<file path="config.mk">
export PLATFORM = sky130hd
export DESIGN_NAME = rftim_top
export DESIGN_NICKNAME = d
export VERILOG_FILES = /design/src/logic/rftim_pkg.sv /design/src/logic/rftim_top.sv
export SDC_FILE = /design/constraint.sdc
export NUM_CORES = 1
export LEC_CHECK = 0
export BUFFER_PORTS_ARGS = -buffer_cell sky130_fd_sc_hd__buf_2
export CAP_MARGIN = 5
export CORE_MARGIN = 4
export CORE_UTILIZATION = 35
export CTS_CLUSTER_DIAMETER = 80
export DETAILED_ROUTE_END_ITERATION = 8
export GPL_TIMING_DRIVEN = 0
export SLEW_MARGIN = 30
export SYNTH_ARGS = -nofsm -noshare
export SYNTH_HDL_FRONTEND = slang
export SYNTH_SLANG_ARGS = --single-unit
</file>
<file path="constraint.sdc">
create_clock -name clock -period 6.45 [get_ports clock]
set_clock_uncertainty 0.1 [all_clocks]
set_input_delay 1.6125 -clock clock [delete_from_list [all_inputs] [get_ports clock]]
set_output_delay 1.6125 -clock clock [all_outputs]
set_load 0.1 [all_outputs]
</file>
<file path="src/logic/rftim_pkg.sv">
package rftim_pkg;

    // Register word indices; each register takes one aligned word at four times its index.
    localparam logic [7:0] RFTIM_IDX_GEN_CTRL = 8'h1e;
    localparam logic [7:0] RFTIM_IDX_RELOAD_HIGH = 8'h1f;
    localparam logic [7:0] RFTIM_IDX_RELOAD_LOW = 8'h20;
    localparam logic [7:0] RFTIM_IDX_COUNT_HIGH = 8'h21;
    localparam logic [7:0] RFTIM_IDX_COUNT_LOW = 8'h22;
    localparam logic [7:0] RFTIM_IDX_WAKE_CTRL = 8'h23;
    localparam logic [7:0] RFTIM_IDX_WAKE_RELOAD_HIGH = 8'h24;
    localparam logic [7:0] RFTIM_IDX_WAKE_RELOAD_LOW = 8'h25;
    localparam logic [7:0] RFTIM_IDX_IRQ_STATUS = 8'h30;
    localparam logic [7:0] RFTIM_IDX_IRQ_MASK = 8'h31;
    localparam int RFTIM_IDX_W = 8;

    // General timer control field positions.
    localparam int RFTIM_GEN_STOP_RX_BIT = 7;
    localparam int RFTIM_GEN_START_LO = 4;
    localparam int RFTIM_GEN_RELOAD_BIT = 3;
    localparam int RFTIM_GEN_CLK_LO = 0;
    localparam logic [7:0] RFTIM_GEN_CTRL_MASK = 8'hbb;

    // Wake-up control field positions.
    localparam int RFTIM_WK_RUN_BIT = 7;
    localparam int RFTIM_WK_QUAL_BIT = 6;
    localparam int RFTIM_WK_TRIM_BIT = 5;
    localparam int RFTIM_WK_CARD_BIT = 4;
    localparam int RFTIM_WK_RELOAD_BIT = 3;
    localparam int RFTIM_WK_WAKE_BIT = 2;

    // Interrupt status bits.
    localparam int RFTIM_IRQ_GEN_BIT = 0;
    localparam int RFTIM_IRQ_WAKE_BIT = 1;
    localparam int RFTIM_IRQ_W = 2;

    // Received bit count after which the general timer may stop.
    localparam logic [2:0] RFTIM_STOP_RX_BITS = 3'h4;

    // Low-frequency oscillator prescale dividers minus one.
    localparam logic [4:0] RFTIM_LFO_DIV1 = 5'h00;
    localparam logic [4:0] RFTIM_LFO_DIV8 = 5'h07;
    localparam logic [4:0] RFTIM_LFO_DIV16 = 5'h0f;
    localparam logic [4:0] RFTIM_LFO_DIV32 = 5'h1f;

    localparam logic [15:0] RFTIM_ZERO16 = 16'h0000;
    localparam logic [15:0] RFTIM_ONE16 = 16'h0001;

    // AHB-Lite encodings.
    localparam logic [1:0] RFTIM_HTRANS_NONSEQ = 2'h2;
    localparam logic [1:0] RFTIM_HTRANS_SEQ = 2'h3;

    typedef enum logic [1:0] {
        RFTIM_START_NONE = 2'h0,
        RFTIM_START_TX_END = 2'h1,
        RFTIM_START_TRIM = 2'h2,
        RFTIM_START_TRIM_UF = 2'h3
    } rftim_start_t;

    typedef enum logic [1:0] {
        RFTIM_CLK_FAST = 2'h0,
        RFTIM_CLK_DIV = 2'h1,
        RFTIM_CLK_T0 = 2'h2,
        RFTIM_CLK_T1 = 2'h3
    } rftim_clk_t;

    // General timer control byte.
    typedef struct packed {
        logic stop_on_receive;
        logic rsvd6;
        rftim_start_t start_select;
        logic auto_reload_enable;
        logic rsvd2;
        rftim_clk_t clock_select;
    } rftim_gen_ctrl_t;

    // Wake-up control byte.
    typedef struct packed {
        logic wakeup_running;
        logic wakeup_run_change_qualifier;
        logic wakeup_auto_trim;
        logic wakeup_auto_card_detect;
        logic wakeup_auto_reload;
        logic wakeup_auto_wake;
        logic [1:0] wakeup_clock_select;
    } rftim_wake_ctrl_t;

    // Tick sources that arrive from the rest of the frontend.
    typedef struct packed {
        logic fast_tick;
        logic div_tick;
        logic timer0_underflow;
        logic timer1_underflow;
        logic lfo_tick;
    } rftim_ticks_t;

    // Transceiver progress signals.
    typedef struct packed {
        logic tx_end;
        logic rx_bit;
        logic rx_active;
        logic trim_edge;
    } rftim_xcvr_t;

endpackage

</file>
<file path="src/logic/rftim_top.sv">
// The AHB-Lite register port was chosen for this implementation.
`timescale 1ns/1ps
// Behaviour
// - Stop-on-receive halts timer after four received bits.
// - Trimming modes ignore the stop-on-receive bit.
// - Start select 00 manual (this design has no start source for 00, so the timer never starts), 01 at transmit end.
// - Trimming modes start and stop on edges.
// - Auto-reload reloads at zero and continues.
// - Without auto-reload, stop at zero until restarted.
// - Each underflow sets the underflow interrupt flag.
// - Clock select 00 fast clock, 01 divided.
// - Clock select 10/11 chain timer0/timer1 underflows.
// - Start event loads counter from reload bytes.
// - Reload writes affect only the next start or auto-reload.
// - Live counter readable as high and low bytes.
// - Wake-up timer wakes system, may start detection.
// - Wake-up control byte field layout.
// - Software changes running bit only with qualifier set.
// - Wake-up clock divides oscillator by 1/8/16/32.
module rftim_top
    import rftim_pkg::*;
(
    input wire logic clock,
    input wire logic arst_n,
    input wire logic hsel,
    input wire logic [31:0] haddr,
    input wire logic [1:0] htrans,
    input wire logic hwrite,
    input wire logic [2:0] hsize,
    input wire logic [31:0] hwdata,
    input wire logic hready,
    output logic [31:0] hrdata,
    output logic hreadyout,
    output logic hresp,
    input wire rftim_ticks_t ticks,
    input wire rftim_xcvr_t xcvr,
    output logic irq,
    output logic underflow_pulse,
    output logic wake_request,
    output logic card_detect_start,
    output logic trim_request
);

    ////////////////////////////////////////////////////////////////////////////////
    // Reset release through two flops.
    logic rst_meta_r;
    logic rst_sync_r;

    // The release is synchronised so every flop leaves reset on the same edge.
    always_ff @(posedge clock or negedge arst_n)
    begin
        if (!arst_n)
        begin
            rst_meta_r <= 1'b0;
            rst_sync_r <= 1'b0;
        end
        else
        begin
            rst_meta_r <= 1'b1;
            rst_sync_r <= rst_meta_r;
        end
    end

    wire logic rst_n = rst_sync_r;

    ////////////////////////////////////////////////////////////////////////////////
    // Bus address phase capture.
    logic wr_pend_r;
    logic [RFTIM_IDX_W-1:0] wr_idx_r;
    logic [RFTIM_IDX_W-1:0] rd_idx;
    logic addr_ok;
    logic rd_take;

    assign addr_ok = hsel && hready && (htrans == RFTIM_HTRANS_NONSEQ || htrans == RFTIM_HTRANS_SEQ);
    assign rd_take = addr_ok && !hwrite;
    assign rd_idx = haddr[RFTIM_IDX_W+1:2];

    // Writes complete in the data phase, so the index is held for one cycle.
    always_ff @(posedge clock or negedge rst_n)
    begin
        if (!rst_n)
        begin
            wr_pend_r <= 1'b0;
            wr_idx_r <= '0;
        end
        else
        begin
            wr_pend_r <= addr_ok && hwrite;
            wr_idx_r <= rd_idx;
        end
    end

    function automatic logic wr_hit(input logic [RFTIM_IDX_W-1:0] idx);
        wr_hit = wr_pend_r && (wr_idx_r == idx);
    endfunction

    ////////////////////////////////////////////////////////////////////////////////
    // Software registers.
    rftim_gen_ctrl_t gen_ctrl_r;
    logic [7:0] reload_high_byte_r;
    logic [7:0] reload_low_byte_r;
    rftim_wake_ctrl_t wake_ctrl_r;
    logic [15:0] wake_reload_r;
    logic [RFTIM_IRQ_W-1:0] irq_mask_r;
    logic [RFTIM_IRQ_W-1:0] irq_status_r;

    // Reserved bits are masked away on every write.
    always_ff @(posedge clock or negedge rst_n)
    begin
        if (!rst_n)
        begin
            gen_ctrl_r <= '0;
            reload_high_byte_r <= '0;
            reload_low_byte_r <= '0;
            wake_reload_r <= '0;
            irq_mask_r <= '0;
        end
        else
        begin
            if (wr_hit(RFTIM_IDX_GEN_CTRL))
                gen_ctrl_r <= hwdata[7:0] & RFTIM_GEN_CTRL_MASK;
            if (wr_hit(RFTIM_IDX_RELOAD_HIGH))
                reload_high_byte_r <= hwdata[7:0];
            if (wr_hit(RFTIM_IDX_RELOAD_LOW))
                reload_low_byte_r <= hwdata[7:0];
            if (wr_hit(RFTIM_IDX_WAKE_RELOAD_HIGH))
                wake_reload_r[15:8] <= hwdata[7:0];
            if (wr_hit(RFTIM_IDX_WAKE_RELOAD_LOW))
                wake_reload_r[7:0] <= hwdata[7:0];
            if (wr_hit(RFTIM_IDX_IRQ_MASK))
                irq_mask_r <= hwdata[RFTIM_IRQ_W-1:0];
        end
    end

    ////////////////////////////////////////////////////////////////////////////////
    // General timer start, stop and tick selection.
    logic [15:0] count_r;
    logic running_r;
    logic [2:0] rx_bits_r;
    logic trim_mode;
    logic start_ev;
    logic stop_ev;
    logic tick;
    logic at_one;
    logic uf;

    assign trim_mode = gen_ctrl_r.start_select[1];

    // Receive bit counter restarts with each reception.
    always_ff @(posedge clock or negedge rst_n)
    begin
        if (!rst_n)
            rx_bits_r <= '0;
        else if (!xcvr.rx_active)
            rx_bits_r <= '0;
        else if (xcvr.rx_bit && rx_bits_r != RFTIM_STOP_RX_BITS)
            rx_bits_r <= rx_bits_r + 3'h1;
    end

    always_comb
    begin
        start_ev = 1'b0;
        stop_ev = 1'b0;
        unique case (gen_ctrl_r.start_select)
            RFTIM_START_NONE: start_ev = 1'b0;
            RFTIM_START_TX_END: start_ev = xcvr.tx_end;
            RFTIM_START_TRIM, RFTIM_START_TRIM_UF:
            begin
                start_ev = xcvr.trim_edge && !running_r;
                stop_ev = xcvr.trim_edge && running_r;
            end
        endcase
        // The fourth bit stops the count once, in the cycle it arrives.
        if (gen_ctrl_r.stop_on_receive && !trim_mode && xcvr.rx_bit
            && rx_bits_r == RFTIM_STOP_RX_BITS - 3'h1)
            stop_ev = 1'b1;
    end

    always_comb
    begin
        unique case (gen_ctrl_r.clock_select)
            RFTIM_CLK_FAST: tick = ticks.fast_tick;
            RFTIM_CLK_DIV: tick = ticks.div_tick;
            RFTIM_CLK_T0: tick = ticks.timer0_underflow;
            RFTIM_CLK_T1: tick = ticks.timer1_underflow;
        endcase
    end

    assign at_one = count_r == RFTIM_ONE16;
    // No underflow in trimming without underflow, nor when a start or stop wins the cycle.
    assign uf = running_r && tick && (count_r == RFTIM_ZERO16) && !start_ev && !stop_ev
        && gen_ctrl_r.start_select != RFTIM_START_TRIM;

    ////////////////////////////////////////////////////////////////////////////////
    // General timer counter.
    // A start wins over a stop and a tick in the same cycle.
    always_ff @(posedge clock or negedge rst_n)
    begin
        if (!rst_n)
        begin
            count_r <= '0;
            running_r <= 1'b0;
        end
        else if (start_ev)
        begin
            count_r <= {reload_high_byte_r, reload_low_byte_r};
            running_r <= 1'b1;
        end
        else if (stop_ev)
            running_r <= 1'b0;
        else if (running_r && tick)
        begin
            if (count_r != RFTIM_ZERO16)
                count_r <= count_r - RFTIM_ONE16;
            else if (gen_ctrl_r.auto_reload_enable)
                count_r <= {reload_high_byte_r, reload_low_byte_r};
            else
                running_r <= 1'b0;
        end
    end

    // The pulse lasts one clock and can feed a later timer's chain input.
    always_ff @(posedge clock or negedge rst_n)
    begin
        if (!rst_n)
            underflow_pulse <= 1'b0;
        else
            underflow_pulse <= uf;
    end

    ////////////////////////////////////////////////////////////////////////////////
    // Wake-up timer.
    logic [15:0] wake_count_r;
    logic [4:0] lfo_div_r;
    logic [4:0] lfo_lim;
    logic wake_tick;
    logic wake_uf;
    logic wake_set;

    always_comb
    begin
        unique case (wake_ctrl_r.wakeup_clock_select)
            2'h0: lfo_lim = RFTIM_LFO_DIV1;
            2'h1: lfo_lim = RFTIM_LFO_DIV8;
            2'h2: lfo_lim = RFTIM_LFO_DIV16;
            2'h3: lfo_lim = RFTIM_LFO_DIV32;
        endcase
    end

    assign wake_tick = ticks.lfo_tick && lfo_div_r == lfo_lim;
    assign wake_uf = wake_ctrl_r.wakeup_running && wake_tick && wake_count_r == RFTIM_ZERO16;
    assign wake_set = wr_hit(RFTIM_IDX_WAKE_CTRL) && hwdata[RFTIM_WK_QUAL_BIT];

    // Running changes by software only with the qualifier in the same write.
    always_ff @(posedge clock or negedge rst_n)
    begin
        if (!rst_n)
        begin
            wake_ctrl_r <= '0;
            wake_count_r <= '0;
            lfo_div_r <= '0;
        end
        else
        begin
            if (wr_hit(RFTIM_IDX_WAKE_CTRL))
            begin
                wake_ctrl_r.wakeup_auto_trim <= hwdata[RFTIM_WK_TRIM_BIT];
                wake_ctrl_r.wakeup_auto_card_detect <= hwdata[RFTIM_WK_CARD_BIT];
                wake_ctrl_r.wakeup_auto_reload <= hwdata[RFTIM_WK_RELOAD_BIT];
                wake_ctrl_r.wakeup_auto_wake <= hwdata[RFTIM_WK_WAKE_BIT];
                wake_ctrl_r.wakeup_clock_select <= hwdata[1:0];
            end
            if (wake_set)
            begin
                wake_ctrl_r.wakeup_running <= hwdata[RFTIM_WK_RUN_BIT];
                wake_count_r <= wake_reload_r;
                lfo_div_r <= '0;
            end
            else if (wake_ctrl_r.wakeup_running && ticks.lfo_tick)
            begin
                lfo_div_r <= wake_tick ? 5'h00 : lfo_div_r + 5'h01;
                if (wake_tick && wake_count_r != RFTIM_ZERO16)
                    wake_count_r <= wake_count_r - RFTIM_ONE16;
                else if (wake_uf)
                begin
                    wake_count_r <= wake_reload_r;
                    if (!wake_ctrl_r.wakeup_auto_reload && !wake_ctrl_r.wakeup_auto_card_detect)
                        wake_ctrl_r.wakeup_running <= 1'b0;
                end
            end
        end
    end

    // Wake-up side effects are one-clock pulses at the wake-up underflow.
    always_ff @(posedge clock or negedge rst_n)
    begin
        if (!rst_n)
        begin
            wake_request <= 1'b0;
            card_detect_start <= 1'b0;
            trim_request <= 1'b0;
        end
        else
        begin
            wake_request <= wake_uf && wake_ctrl_r.wakeup_auto_wake;
            card_detect_start <= wake_uf && wake_ctrl_r.wakeup_auto_card_detect;
            trim_request <= wake_uf && wake_ctrl_r.wakeup_auto_trim;
        end
    end

    ////////////////////////////////////////////////////////////////////////////////
    // Interrupt status; a new event wins over a write-one clear.
    logic [RFTIM_IRQ_W-1:0] irq_ev;
    logic [RFTIM_IRQ_W-1:0] irq_clr;

    assign irq_ev = {wake_uf, uf};
    assign irq_clr = wr_hit(RFTIM_IDX_IRQ_STATUS) ? hwdata[RFTIM_IRQ_W-1:0] : '0;

    always_ff @(posedge clock or negedge rst_n)
    begin
        if (!rst_n)
        begin
            irq_status_r <= '0;
            irq <= 1'b0;
        end
        else
        begin
            irq_status_r <= (irq_status_r & ~irq_clr) | irq_ev;
            irq <= |(((irq_status_r & ~irq_clr) | irq_ev) & irq_mask_r);
        end
    end

    ////////////////////////////////////////////////////////////////////////////////
    // Read data; the counter value is unreliable while receiving.
    logic [7:0] rd_byte;

    always_comb
    begin
        unique case (rd_idx)
            RFTIM_IDX_GEN_CTRL: rd_byte = gen_ctrl_r;
            RFTIM_IDX_RELOAD_HIGH: rd_byte = reload_high_byte_r;
            RFTIM_IDX_RELOAD_LOW: rd_byte = reload_low_byte_r;
            RFTIM_IDX_COUNT_HIGH: rd_byte = count_r[15:8];
            RFTIM_IDX_COUNT_LOW: rd_byte = count_r[7:0];
            RFTIM_IDX_WAKE_CTRL: rd_byte = {wake_ctrl_r[7], 1'b0, wake_ctrl_r[5:0]};
            RFTIM_IDX_WAKE_RELOAD_HIGH: rd_byte = wake_reload_r[15:8];
            RFTIM_IDX_WAKE_RELOAD_LOW: rd_byte = wake_reload_r[7:0];
            RFTIM_IDX_IRQ_STATUS: rd_byte = {6'h00, irq_status_r};
            RFTIM_IDX_IRQ_MASK: rd_byte = {6'h00, irq_mask_r};
            default: rd_byte = 8'h00;
        endcase
    end

    // Zero-wait slave: read data registered at the address phase edge.
    always_ff @(posedge clock or negedge rst_n)
    begin
        if (!rst_n)
        begin
            hrdata <= '0;
            hreadyout <= 1'b1;
            hresp <= 1'b0;
        end
        else
        begin
            hreadyout <= 1'b1;
            hresp <= 1'b0;
            if (rd_take)
                hrdata <= {24'h000000, rd_byte};
        end
    end

endmodule

</file>
==> impl_metrics.json <==
{
  "power.total_mw": 2.15,
  "die-width_microns": 141,
  "first_iter_violations": 370,
  "cts.reportedPaths.clkPinSlew_ps": 50,
  "grt_pass1_vias": 4960,
  "fp-row-count": 48,
  "period_share": 0.550,
  "nets": 822,
  "fin_ws_ps": 2900,
  "status": "complete, no violations",
  "hold_slack_ps": 171,
  "p_per_area_nw_per_um2": 289,
  "cp_max_fo": 10,
  "multi_input_area_sq_um": 3080,
  "fill_cells": 1690,
  "worstPathArrival_ps": 3780,
  "cp_common_cell": "clkbuf_1",
  "cp-end-kind": "flip-flop",
  "grt_pass1_wl_microns": 27200,
  "pre_cts_slack_ps": 2540,
  "antenna_left": 0,
  "synth_edf_count": 0,
  "fin_crit_ps": 3550,
  "final_hold_viol_count": 0,
  "grt_max_degree": 48,
  "postCtsSetupBuffers": 0,
  "die_h_microns": 141,
  "grt_overflow": 0,
  "cpPeakStageDelay_ps": 580,
  "htreeDepth": 4,
  "register_area_sq_um": 2860,
  "drc": 0,
  "ir_worst_vdd_v": 0.000178,
  "diodes": 0,
  "yosys_warnings": 0,
  "coreArea_sq_um": 17400,
  "hp-class": "flip-flop to async pin",
  "clk_latency_ps": 410,
  "netlist_instances": 642,
  "rsz0062_at_grt": "no",
  "synth_area_sq_um": 6200,
  "ys_ff_latch": 114,
  "vias": 5172,
  "root_buffer": "clkbuf_16",
  "fmax_ghz": 0.282,
  "dieArea_sq_um": 19900,
  "worstMarginPinSlew_ps": 900,
  "relSlewSlack": 0.393,
  "io_pins": 122,
  "avgSynthCellArea_sq_um": 9.65,
  "finalSetupTns_ps": 0,
  "crit_type": "input port to flip-flop",
  "max_cap_viol_count": 0,
  "synthArstFlopShare": 1.00,
  "setup_viol": 0,
  "crit_slowest_cell": "nor2_1",
  "ys.flop_type": "dfrtp_1",
  "synth.distinct_cells": 63,
  "areaGrowthSynthToFinish_pct": 20.2,
  "place_area_sq_um": 6850,
  "drive_above_1_share": 0.214,
  "cts_max_path_buffers": 2,
  "cts_tree": "yes",
  "grt_antenna_before_repair": 0,
  "drt-total-wl_microns": 17100,
  "start_util": 0.357,
  "cp-start-kind": "input port",
  "synth_xor_area_frac": 0.00283,
  "synthAdderAreaFrac": 0.0161,
  "synthSimpleGateAreaFrac": 0.190,
  "hold_buffers": 0,
  "grt_usage": 0.175,
  "p_leak_nw": 3.33,
  "ctsResizeCount": 0,
  "required_ps": 6680,
  "stdcell_area_sq_um": 7450,
  "final_max_slew_viol_count": 0,
  "yosysSeqAreaShare": 0.460,
  "via_per_inst": 5.34,
  "dpl.hpwl_microns": 12800,
  "place_congestion": 0.941,
  "cts_buffers": 17,
  "wl_per_cell_microns": 17.7,
  "synth_top_family_by_area": "simple AND/OR/NAND/NOR gates",
  "worstPathCellList": "buf_2 > clkbuf_1 > clkbuf_1 > nand4b_1 > nor2_1 > a22o_1 > a21oi_1 > o21ai_0",
  "synth_compound_area_frac": 0.164,
  "firstDrtPassIters": 4,
  "muxShareOfSynthArea": 0.106,
  "clock_sinks": 114,
  "portBuffers": 43
}
## cell families (layout without fill, tap and decap cells)
family                   count (synthesis)  count (layout)
AO/OA/AOI/OAI                          159             159
XOR/XNOR                                 2               2
adder cells (fa/ha/maj)                  8               8
buffers and inverters                   72             149
flip-flops                             114             114
multiplexers                            56              56
other                                    2              27
AND/OR/NAND/NOR                        229             229
## worst max-delay path: cells and delay by family
kind	cells	cell delay (ps)
buffers and inverters	3	910
AOI/OAI and AO/OA	3	520
and+or+nand+nor	2	740
## layout make-up
| class | instances | area share |
|---|---|---|
| plain buffers | 48 | 0.0378 |
| flip-flops and latches | 114 | 0.383 |
| clock buffers | 23 | 0.0668 |
| inverters | 24 | 0.0121 |
| clock inverters | 9 | 0.0138 |
| repair buffers | 45 | 0.0353 |
| multi-input cells | 481 | 0.413 |
| well taps | 225 | 0.0378 |
## state kept, by name, summed over array words and instances (netlist names), 2 cells and up
signal              cells
reload_low_byte_r       8
hrdata                  8
irq_status_r            2
wake_ctrl_r             7
lfo_div_r               5
gen_ctrl_r              6
wake_count_r           16
reload_high_byte_r      8
count_r                16
wr_idx_r                8
irq_mask_r              2
rx_bits_r               3
wake_reload_r          16
## worst paths after layout
path	to	startpoint	slack, ps	cells after the start
worst max-delay path	hrdata[2]	haddr[4]	2900	8
worst min register to register	rx_bits_r[1]	rst_n	170	0
worst max register to register	wake_count_r[14]	wr_idx_r[4]	3320	7
min in group clock	rst_n	rst_meta_r	250	0
worst min-delay path	rx_bits_r[1]	rst_n	170	0
max in group asynchronous	wr_idx_r[4]	rst_n	5230	2
## synth_stat cells, drive strengths merged, types with 3 or more instances
cell type  count  share of area
clkbuf        19          0.012
mux2          38          0.069
o21ai         53          0.043
a31oi          3         0.0030
ha             8          0.016
buf           29          0.034
nor2          53          0.032
a21o           4         0.0048
nand2b         6         0.0061
nand3b         3         0.0036
o211ai         3         0.0036
or4            9          0.012
a211oi         9          0.011
mux2i         14          0.023
nand3         24          0.019
a22oi          5         0.0061
nor2b          5         0.0050
or2            4         0.0040
o22ai          5         0.0050
a21oi         43          0.035
or3            7         0.0071
a221oi         5         0.0071
nand2         55          0.033
and2          11          0.011
nor3          20          0.016
o32ai          7         0.0099
nand4          7         0.0071
nor4           8          0.010
a22o           3         0.0042
inv           24          0.015
dfrtp        114           0.46
nor4b          4         0.0057
nor3b          3         0.0036
nand4b         3         0.0042
mux4           4          0.015
## metrics by stage
step | util | instances
2_1_floorplan | - | 667
3_3_place_gp | 0.391 | 935
3_5_place_dp | 0.394 | 937
4_1_cts | 0.429 | 969
5_1_grt | 0.429 | 969
6_report | 0.429 | 969
## layer usage
metal | track usage | part of all wire
met1 | 0.247 | 0.46
met3 | 0.0604 | 0.084
met5 | 0 | 0
met2 | 0.254 | 0.43
met4 | 0.0525 | 0.018
## layout by cell type, fill, tap and decap left out, drive strengths merged, types with 9 or more instances in the layout
| cell | Yosys | layout |
|---|---|---|
| a211oi | 9 | 9 |
| inv | 24 | 24 |
| mux2 | 38 | 38 |
| clkbuf | 19 | 42 |
| or4 | 9 | 9 |
| conb | 2 | 27 |
| dfrtp | 114 | 114 |
| a21oi | 43 | 43 |
| mux2i | 14 | 14 |
| nor3 | 20 | 20 |
| nor2 | 53 | 53 |
| buf | 29 | 74 |
| o21ai | 53 | 53 |
| nand2 | 55 | 55 |
| and2 | 11 | 11 |
| nand3 | 24 | 24 |
## power by group
group	switching, mW	internal, mW	total (mW)
sequential	0.0761	0.772	0.848
combinational	0.239	0.121	0.360
clock	0.328	0.616	0.944
No activity file was read; power rests on OpenSTA's default activity.
